[src/cmrr_pkg.sv]
// Package for the current monitor readback register bank.
// Assumes an 8-bit register read port driven by the serial management logic.
package cmrr_pkg;

  // ==========================================================================
  // Register offsets
  localparam logic [7:0] CMRR_OFS_IN_HIGH   = 8'h3e;
  localparam logic [7:0] CMRR_OFS_IN_LOW    = 8'h3f;
  localparam logic [7:0] CMRR_OFS_BAT_HIGH  = 8'h40;
  localparam logic [7:0] CMRR_OFS_BAT_LOW   = 8'h41;

  // ==========================================================================
  // Field layout and reset values
  localparam int         CMRR_SIGN_BIT      = 12;
  localparam int         CMRR_HIGH_MSB      = 4;
  localparam logic [7:0] CMRR_REG_RESET     = 8'h00;
  localparam logic [2:0] CMRR_RESERVED_VAL  = 3'h0;

  // ==========================================================================
  // Full-scale codes and scaling
  localparam logic [11:0] CMRR_IN_FULL_SCALE  = 12'hc5d;
  localparam logic [11:0] CMRR_BAT_FULL_SCALE = 12'hd80;
  localparam real         CMRR_IN_LSB_MA      = 1.5873;
  localparam real         CMRR_BAT_LSB_MA     = 1.2210;
  localparam int          CMRR_IN_LIMIT_MA    = 5024;
  localparam int          CMRR_BAT_LIMIT_MA   = 4220;

  // ==========================================================================
  // Converter sample carrier
  typedef struct packed {
    logic        valid;
    logic        negative;
    logic [12:0] magnitude;
  } cmrr_sample_t;

  // Stored 13-bit result: sign plus 12-bit magnitude
  typedef struct packed {
    logic        sign;
    logic [11:0] mag;
  } cmrr_result_t;

endpackage

[src/cmrr_regs.sv]
// Read-only result registers for the input-port and battery current channels.
// Assumes converter samples arrive on mclk with a one-cycle valid, and the
// management port presents a one-cycle read strobe with an 8-bit address.
`timescale 1ns/1ps
`default_nettype none

module cmrr_regs
  import cmrr_pkg::*;
(
  input  wire logic         mclk,
  input  wire logic         rst_n,
  input  wire cmrr_sample_t input_port_current,
  input  wire cmrr_sample_t battery_current,
  input  wire logic         rd_en,
  input  wire logic [7:0]   rd_addr,
  output logic [7:0]        rd_data,
  output logic              rd_valid
);

  // ==========================================================================
  // Channel map: index 0 is the input port, index 1 the battery
  localparam int CMRR_CHANNELS = 2;

  // ==========================================================================
  // Saturating conversion of a sample into a stored result
  // Magnitude bit 12 only takes part in the range compare; it is never stored.
  function automatic cmrr_result_t cmrr_clamp(
    input cmrr_sample_t s,
    input logic [11:0]  full
  );
    cmrr_result_t r;
    logic         over_range;
    over_range = (s.magnitude > {1'b0, full});
    r.sign     = s.negative;
    if (over_range)
    begin
      r.mag = full;
    end
    else
    begin
      r.mag = s.magnitude[11:0];
    end
    return r;
  endfunction

  // ==========================================================================
  // Per-channel wiring
  cmrr_sample_t chan_sample   [CMRR_CHANNELS];
  logic [11:0]  chan_full     [CMRR_CHANNELS];
  logic [7:0]   chan_high_ofs [CMRR_CHANNELS];
  logic [7:0]   chan_low_ofs  [CMRR_CHANNELS];
  logic [7:0]   high_byte     [CMRR_CHANNELS];
  logic [7:0]   low_byte      [CMRR_CHANNELS];
  logic [7:0]   next_rd_data;
  logic         next_rd_valid;

  assign chan_sample[0]   = input_port_current;
  assign chan_sample[1]   = battery_current;
  assign chan_full[0]     = CMRR_IN_FULL_SCALE;
  assign chan_full[1]     = CMRR_BAT_FULL_SCALE;
  assign chan_high_ofs[0] = CMRR_OFS_IN_HIGH;
  assign chan_high_ofs[1] = CMRR_OFS_BAT_HIGH;
  assign chan_low_ofs[0]  = CMRR_OFS_IN_LOW;
  assign chan_low_ofs[1]  = CMRR_OFS_BAT_LOW;

  // ==========================================================================
  // Result store and coherent low-byte snapshot, one copy per channel
  for (genvar ch = 0; ch < CMRR_CHANNELS; ch++)
  begin : g_chan
    cmrr_result_t res;
    cmrr_result_t next_res;
    cmrr_result_t clamped;
    logic [7:0]   low_hold;
    logic [7:0]   next_low_hold;
    logic         frozen;
    logic         next_frozen;
    logic [12:0]  word;
    logic         hit_high;
    logic         hit_low;

    assign word     = {res.sign, res.mag};
    assign clamped  = cmrr_clamp(chan_sample[ch], chan_full[ch]);
    assign hit_high = rd_en && (rd_addr == chan_high_ofs[ch]);
    assign hit_low  = rd_en && (rd_addr == chan_low_ofs[ch]);

    // Reserved bits 7:5 always read as zero
    assign high_byte[ch] = {CMRR_RESERVED_VAL, word[CMRR_SIGN_BIT:8]};
    // A pending snapshot wins over the live byte so both halves match
    assign low_byte[ch]  = frozen ? low_hold : word[7:0];

    always_comb
    begin
      next_res      = res;
      next_low_hold = low_hold;
      next_frozen   = frozen;
      if (chan_sample[ch].valid)
      begin
        next_res = clamped;
      end
      // Snapshot takes the stored result, not a sample landing in this cycle.
      // A second high read simply takes a fresh snapshot.
      if (hit_high)
      begin
        next_low_hold = word[7:0];
        next_frozen   = 1'b1;
      end
      else if (hit_low)
      begin
        next_frozen = 1'b0;
      end
    end

    always_ff @(posedge mclk)
    begin
      if (!rst_n)
      begin
        res      <= '0;
        low_hold <= CMRR_REG_RESET;
        frozen   <= 1'b0;
      end
      else
      begin
        res      <= next_res;
        low_hold <= next_low_hold;
        frozen   <= next_frozen;
      end
    end
  end

  // ==========================================================================
  // Read port: one registered answer per strobe
  // Unmapped offsets still answer, with zero data, so the host never stalls.
  always_comb
  begin
    next_rd_valid = rd_en;
    next_rd_data  = CMRR_REG_RESET;
    if (rd_en)
    begin
      unique case (rd_addr)
        CMRR_OFS_IN_HIGH:
        begin
          next_rd_data = high_byte[0];
        end
        CMRR_OFS_IN_LOW:
        begin
          next_rd_data = low_byte[0];
        end
        CMRR_OFS_BAT_HIGH:
        begin
          next_rd_data = high_byte[1];
        end
        CMRR_OFS_BAT_LOW:
        begin
          next_rd_data = low_byte[1];
        end
        default:
        begin
          next_rd_data = CMRR_REG_RESET;
        end
      endcase
    end
  end

  // Data returns to zero when idle so a stale value is never mistaken for news
  always_ff @(posedge mclk)
  begin
    if (!rst_n)
    begin
      rd_data  <= CMRR_REG_RESET;
      rd_valid <= 1'b0;
    end
    else
    begin
      rd_data  <= next_rd_data;
      rd_valid <= next_rd_valid;
    end
  end

endmodule

`default_nettype wire

[config.mk]
export PLATFORM = sky130hd
export DESIGN_NAME = cmrr_regs
export DESIGN_NICKNAME = d
export VERILOG_FILES = /design/src/cmrr_pkg.sv /design/src/cmrr_regs.sv
export SDC_FILE = /design/constraint.sdc
export NUM_CORES = 1
export LEC_CHECK = 0
export BUFFER_PORTS_ARGS = -buffer_cell sky130_fd_sc_hd__buf_2
export CAP_MARGIN = 20
export CORE_MARGIN = 2
export CORE_UTILIZATION = 50
export CTS_BUF_LIST = sky130_fd_sc_hd__clkbuf_2
export DETAILED_ROUTE_END_ITERATION = 8
export PLACE_DENSITY = 0.77
export SYNTH_ARGS = -nofsm -noshare
export SYNTH_HDL_FRONTEND = slang
export SYNTH_SLANG_ARGS = --single-unit
[constraint.sdc]
create_clock -name mclk -period 1.6 [get_ports mclk]
set_clock_uncertainty 0.2 [all_clocks]
set_input_delay 0.48 -clock mclk [delete_from_list [all_inputs] [get_ports mclk]]
set_output_delay 0.48 -clock mclk [all_outputs]
set_load 0.02 [all_outputs]
* Word level (Yosys, flattened, before mapping)
Index checks and enable logic that the tools add are counted.
** Cells by class
- Eq/ne operators :: 4
- Reduce and logical (&&, ||, !) cells :: 7
- Order comparisons :: 2
- Multiplexer cells :: 9
** Operator list (count)
- $pmux 8 s4 :: 1
- $gt 13x12->1 const B :: 2
- $mux 12 :: 2
- $eq 8x6->1 const B :: 2
- $eq 8x7->1 const B :: 2
- $mux 8 :: 2
- $logic_and 1x1->1 :: 4
- $mux 1 :: 4
- $reduce_bool 2->1 :: 2
- $reduce_and 2->1 :: 1
** Storage, ports and cells
- Logic and storage cells :: 32
- Bits in registers :: 53
- Input port bits :: 41
- Output and inout bits :: 9

* Logic depth before layout (Yosys ltp)
- Word-level depth :: 4
- Gate-level depth with buffers :: 5

* Least setup slack after synthesis
Ideal clock, no wire load.
- Path type :: input-to-reg
- Start point :: in input_port_current[12] (netlist name)
- End point :: reg g_chan[0].res[0] (netlist name)
- Data required time :: 1280 ps
- Slack :: -53 ps
- Stages :: 5
- Library setup time :: 120 ps
- Data arrival time :: 1333 ps
- Path through :: nor4_2 a32oi_1 buf_6 a211oi_1 nor2_1
** Between the ends
- Longest elaborated chain between the ends :: 2
** RTL lines
- start: declaration :: line cmrr_regs.sv:12 : input wire cmrr_sample_t input_port_current,
- $gt 13x12->1 :: line cmrr_regs.sv:33 : over_range = (s.magnitude > {1'b0, full});
- $mux 12 :: line cmrr_regs.sv:35 : if (over_range)
- end signal: assignment :: line cmrr_regs.sv:123 : res <= next_res;
- end: declaration :: line cmrr_regs.sv:70 : cmrr_result_t res;
No other way between the ends.
A chain may end at the register's enable or synchronous reset.

* Worst setup path in the final report
- Start point :: reg rd_data[2]
- End point :: out rd_data[2]
** RTL lines
- start: declaration :: line cmrr_regs.sv:16 : output logic [7:0] rd_data,
- start signal: assignment :: line cmrr_regs.sv:174 : rd_data <= next_rd_data;
No word-level cell between the ends.

==> impl_metrics.csv <==
group,metric,value,unit
status,status,"complete, but fails checks",
status,violations,"negative setup slack",
grt,grt_use_total,21.24,%
hold_path,hold_start,"input_port_current[0]",
worst_setup_path,crit_required,0.92,ns
sta,rsz0062_at_grt,"yes",
grt,gr-usage-met3,4.306,%
die,io_pins,50,
routing,ant_nets,0,
worst_setup_path,path_delay_family,"flip-flops",
logic_synthesis,synth-async-reset-ratio,0,%
logic_synthesis,synth_top_cell_area_share,45.79,%
die,initial_core_util,52.49,%
routing,via_count,1989,
clock_tree,clk_pin_slew,0.27,ns
job,drv_cap,0,
worst_setup_path,crit_start,"rd_data[2]",
placed_design,pre_cts_slack,-0.3195,ns
sta,tns,-0.4270,ns
power,total_leakage_power,1.352,nW
die,fp.dieH,72.08,um
logic_synthesis,ys.flop_type,"dfxtp_1",
grt,grt_overflow,0,
logic_synthesis,yosys-top-cells-area,"dfxtp_1 (46%), mux2i_1 (13%), o221a_2 (3.9%)",
sta,worst_slew_pin_slew,0.6109,ns
routing,wl_per_cell,14.36,um
die,fp.dieArea,5195,um^2
worst_setup_path,critical_path_buf_inv_count,1,
placed_design,place.gp.congestion,0.9115,
grt,antenna_found_initial,0,
clock_tree,cts_root_buf,"clkbuf_2",
layout,utilization,67.60,%
logic_synthesis,ys_seq_area_share,45.79,%
logic_synthesis,synth_area,2317,um^2
logic_synthesis,avgSynthCellArea,9.903,um^2
routing,drt_pass1_iterations,4,
logic_synthesis,synth-edff-count,0,
clock_tree,clkLatencyLatePin,0.46,ns
worst_setup_path,critPathKind,"reg2out",
placed_design,post-dp-hpwl,4.071,mm
logic_synthesis,synth_top_cell_by_area,"dfxtp_1",
clock_tree,h-tree-depth,2,
logic_synthesis,synth_common_cells,"dfxtp_1 (53), mux2i_1 (30), nor2_1 (21)",
die,die_w,72.08,um
worst_setup_path,worstSetupStartpointType,"flip-flop",
worst_setup_path,crit_arrival,0.99,ns
layout,area_delta_synth_final,28.78,%
grt,grt_max_degree,19,
clock_tree,clockBufferDepth,2,
layout,num-nets-final,351,
logic_synthesis,ys_types,42,
routing,drt-vias-per-instance,5.479,
clock_tree,cts.sinks,53,
layout,seqCellArea,1072,um^2
sta,hold_slack,0.03475,ns
clock_tree,cts_tree,"yes",
sta,fin_crit_sh,104.5,%
sta,setup_ws,-0.07197,ns
placed_design,io_buffers,49,
worst_setup_path,path_cells,"buf_6",
logic_synthesis,ys_ff_latch,53,
grt,grt_pass1_vias,1871,
die,rows,24,
hold_path,holdCritPathClass,"in2reg",
grt,grt_first_pass_wirelength,8.597,mm
logic_synthesis,yosysWarningCount,0,
worst_setup_path,critPathMaxStageDelay,0.41,ns
die,design.core.area,4414,um^2
power,p_per_area,747.9,nW/um^2
grt,use_met1,27.99,%
clock_tree,numCtsBuffers,5,
worst_setup_path,timing.rr.start,"g_chan[0].frozen",
routing,finalWirelength,5.212,mm
power,vdd_drop_max,0.4824,mV
worst_setup_path,cpMaxStageDelayCell,"dfxtp_2",
layout,multi_input_area,1156,um^2
grt,use_met2,34.56,%
sta,fmax,598.1,MHz
logic_synthesis,synth_most_common_cell,"dfxtp_1",
sta,maxSlewHeadroom,59.28,%
sta,period_minus_slack,1.672,ns
worst_setup_path,endpoint_kind,"output port",
layout,diodes,0,
logic_synthesis,synth_cells,234,
sta,final_max_slew_viol_count,0,
routing,drt_iter0_markers,88,
layout,num-fill-cells,348,
sta,hold_viol,0,
grt,busiest_layer,"met2",
routing,drc,0,
worst_setup_path,cp_max_fo,1,
layout,drive_above_1_share,38.26,%
logic_synthesis,syn-num-nets,275,
sta,finalSetupViolations,9,
-- repair_timing --
action                                 CTS  global route
endpoints found under the hold margin    1             1
setup endpoints to repair                9             9
gates cloned                             0             0
buffers inserted                         0             0
hold buffers                             1             1
resized for setup                       27             0
-- cell type report --
class                           instances  share of cell area [%]
Timing Repair Buffer                   83                   20.08
Sequential cell                        53                   35.93
Inverter                               11                   1.384
Clock buffer                            5                  0.8386
Multi-Input combinational cell        156                   38.74
Tap cell                               52                   2.180
Clock inverter                          3                  0.8386
-- final timing paths --
check / end / slack, ns / depth (start not counted)
setup / recovery: rd_data[2] / -0.07 / 1
hold / removal: g_chan[0].res[0] / 0.03 / 3
setup reg to reg: rd_data[5] / 0.17 / 4
hold reg to reg: g_chan[1].res[2] / 0.31 / 2
-- registers in the layout (all words and copies together) (netlist names) --
| register | flops |
|---|---|
| rd_valid | 1 |
| g_chan.frozen | 2 |
| rd_data | 8 |
| g_chan.res | 26 |
| g_chan.low_hold | 16 |
-- per-layer routing --
layer	routed length [um]	share of wire [%]	vias to the layer above
met5	0	0	-
met4	96	1.8	0
met3	206	4.0	9
met2	2447	47	51
met1	2462	47	927
li1	-	-	1002
-- through the flow --
| stage | total power [mW] | cells | instance area (um^2) |
|---|---|---|---|
| final | 2.232 | 363 | 2984 |
| after global routing | 2.323 | 363 | 2984 |
| after CTS | 2.249 | 362 | 2974 |
| after detailed placement | 1.695 | 353 | 2846 |
| after global placement | 1.686 | 353 | 2846 |
| after floorplan | 1.540 | 234 | 2346 |
-- power by group --
group	total, mW	internal [mW]	switching (mW)
Clock	0.555	0.116	0.439
Sequential	1.39	1.36	0.0295
Combinational	0.283	0.150	0.134
-- cells in the final DEF (no fill, tap or decap), drive strengths merged, types with 2 or more instances in the layout --
master	instances
a32oi	3
nor4	2
nor2b	3
a22o	7
o211ai	7
nand3b	2
and3	6
clkbuf	5
inv	12
mux2	4
mux2i	30
buf	81
and2	6
o21ai	4
o22ai	7
dfxtp	53
o221a	8
nor3	3
nand3	6
dlygate4sd3	2
nand2	15
nor2	21
a31oi	2
a21oi	10
-- cells by family (layout without fill, tap and decap cells) --
kind of cell,after synthesis,after routing,share of synthesized area [%]
and+or+nand+nor,71,71,17.44
AOI/OAI and AO/OA,51,51,16.41
DFF,53,53,45.79
buffers and inverters,25,102,5.453
muxes,34,34,14.90
(Power assumes the default switching activity.)
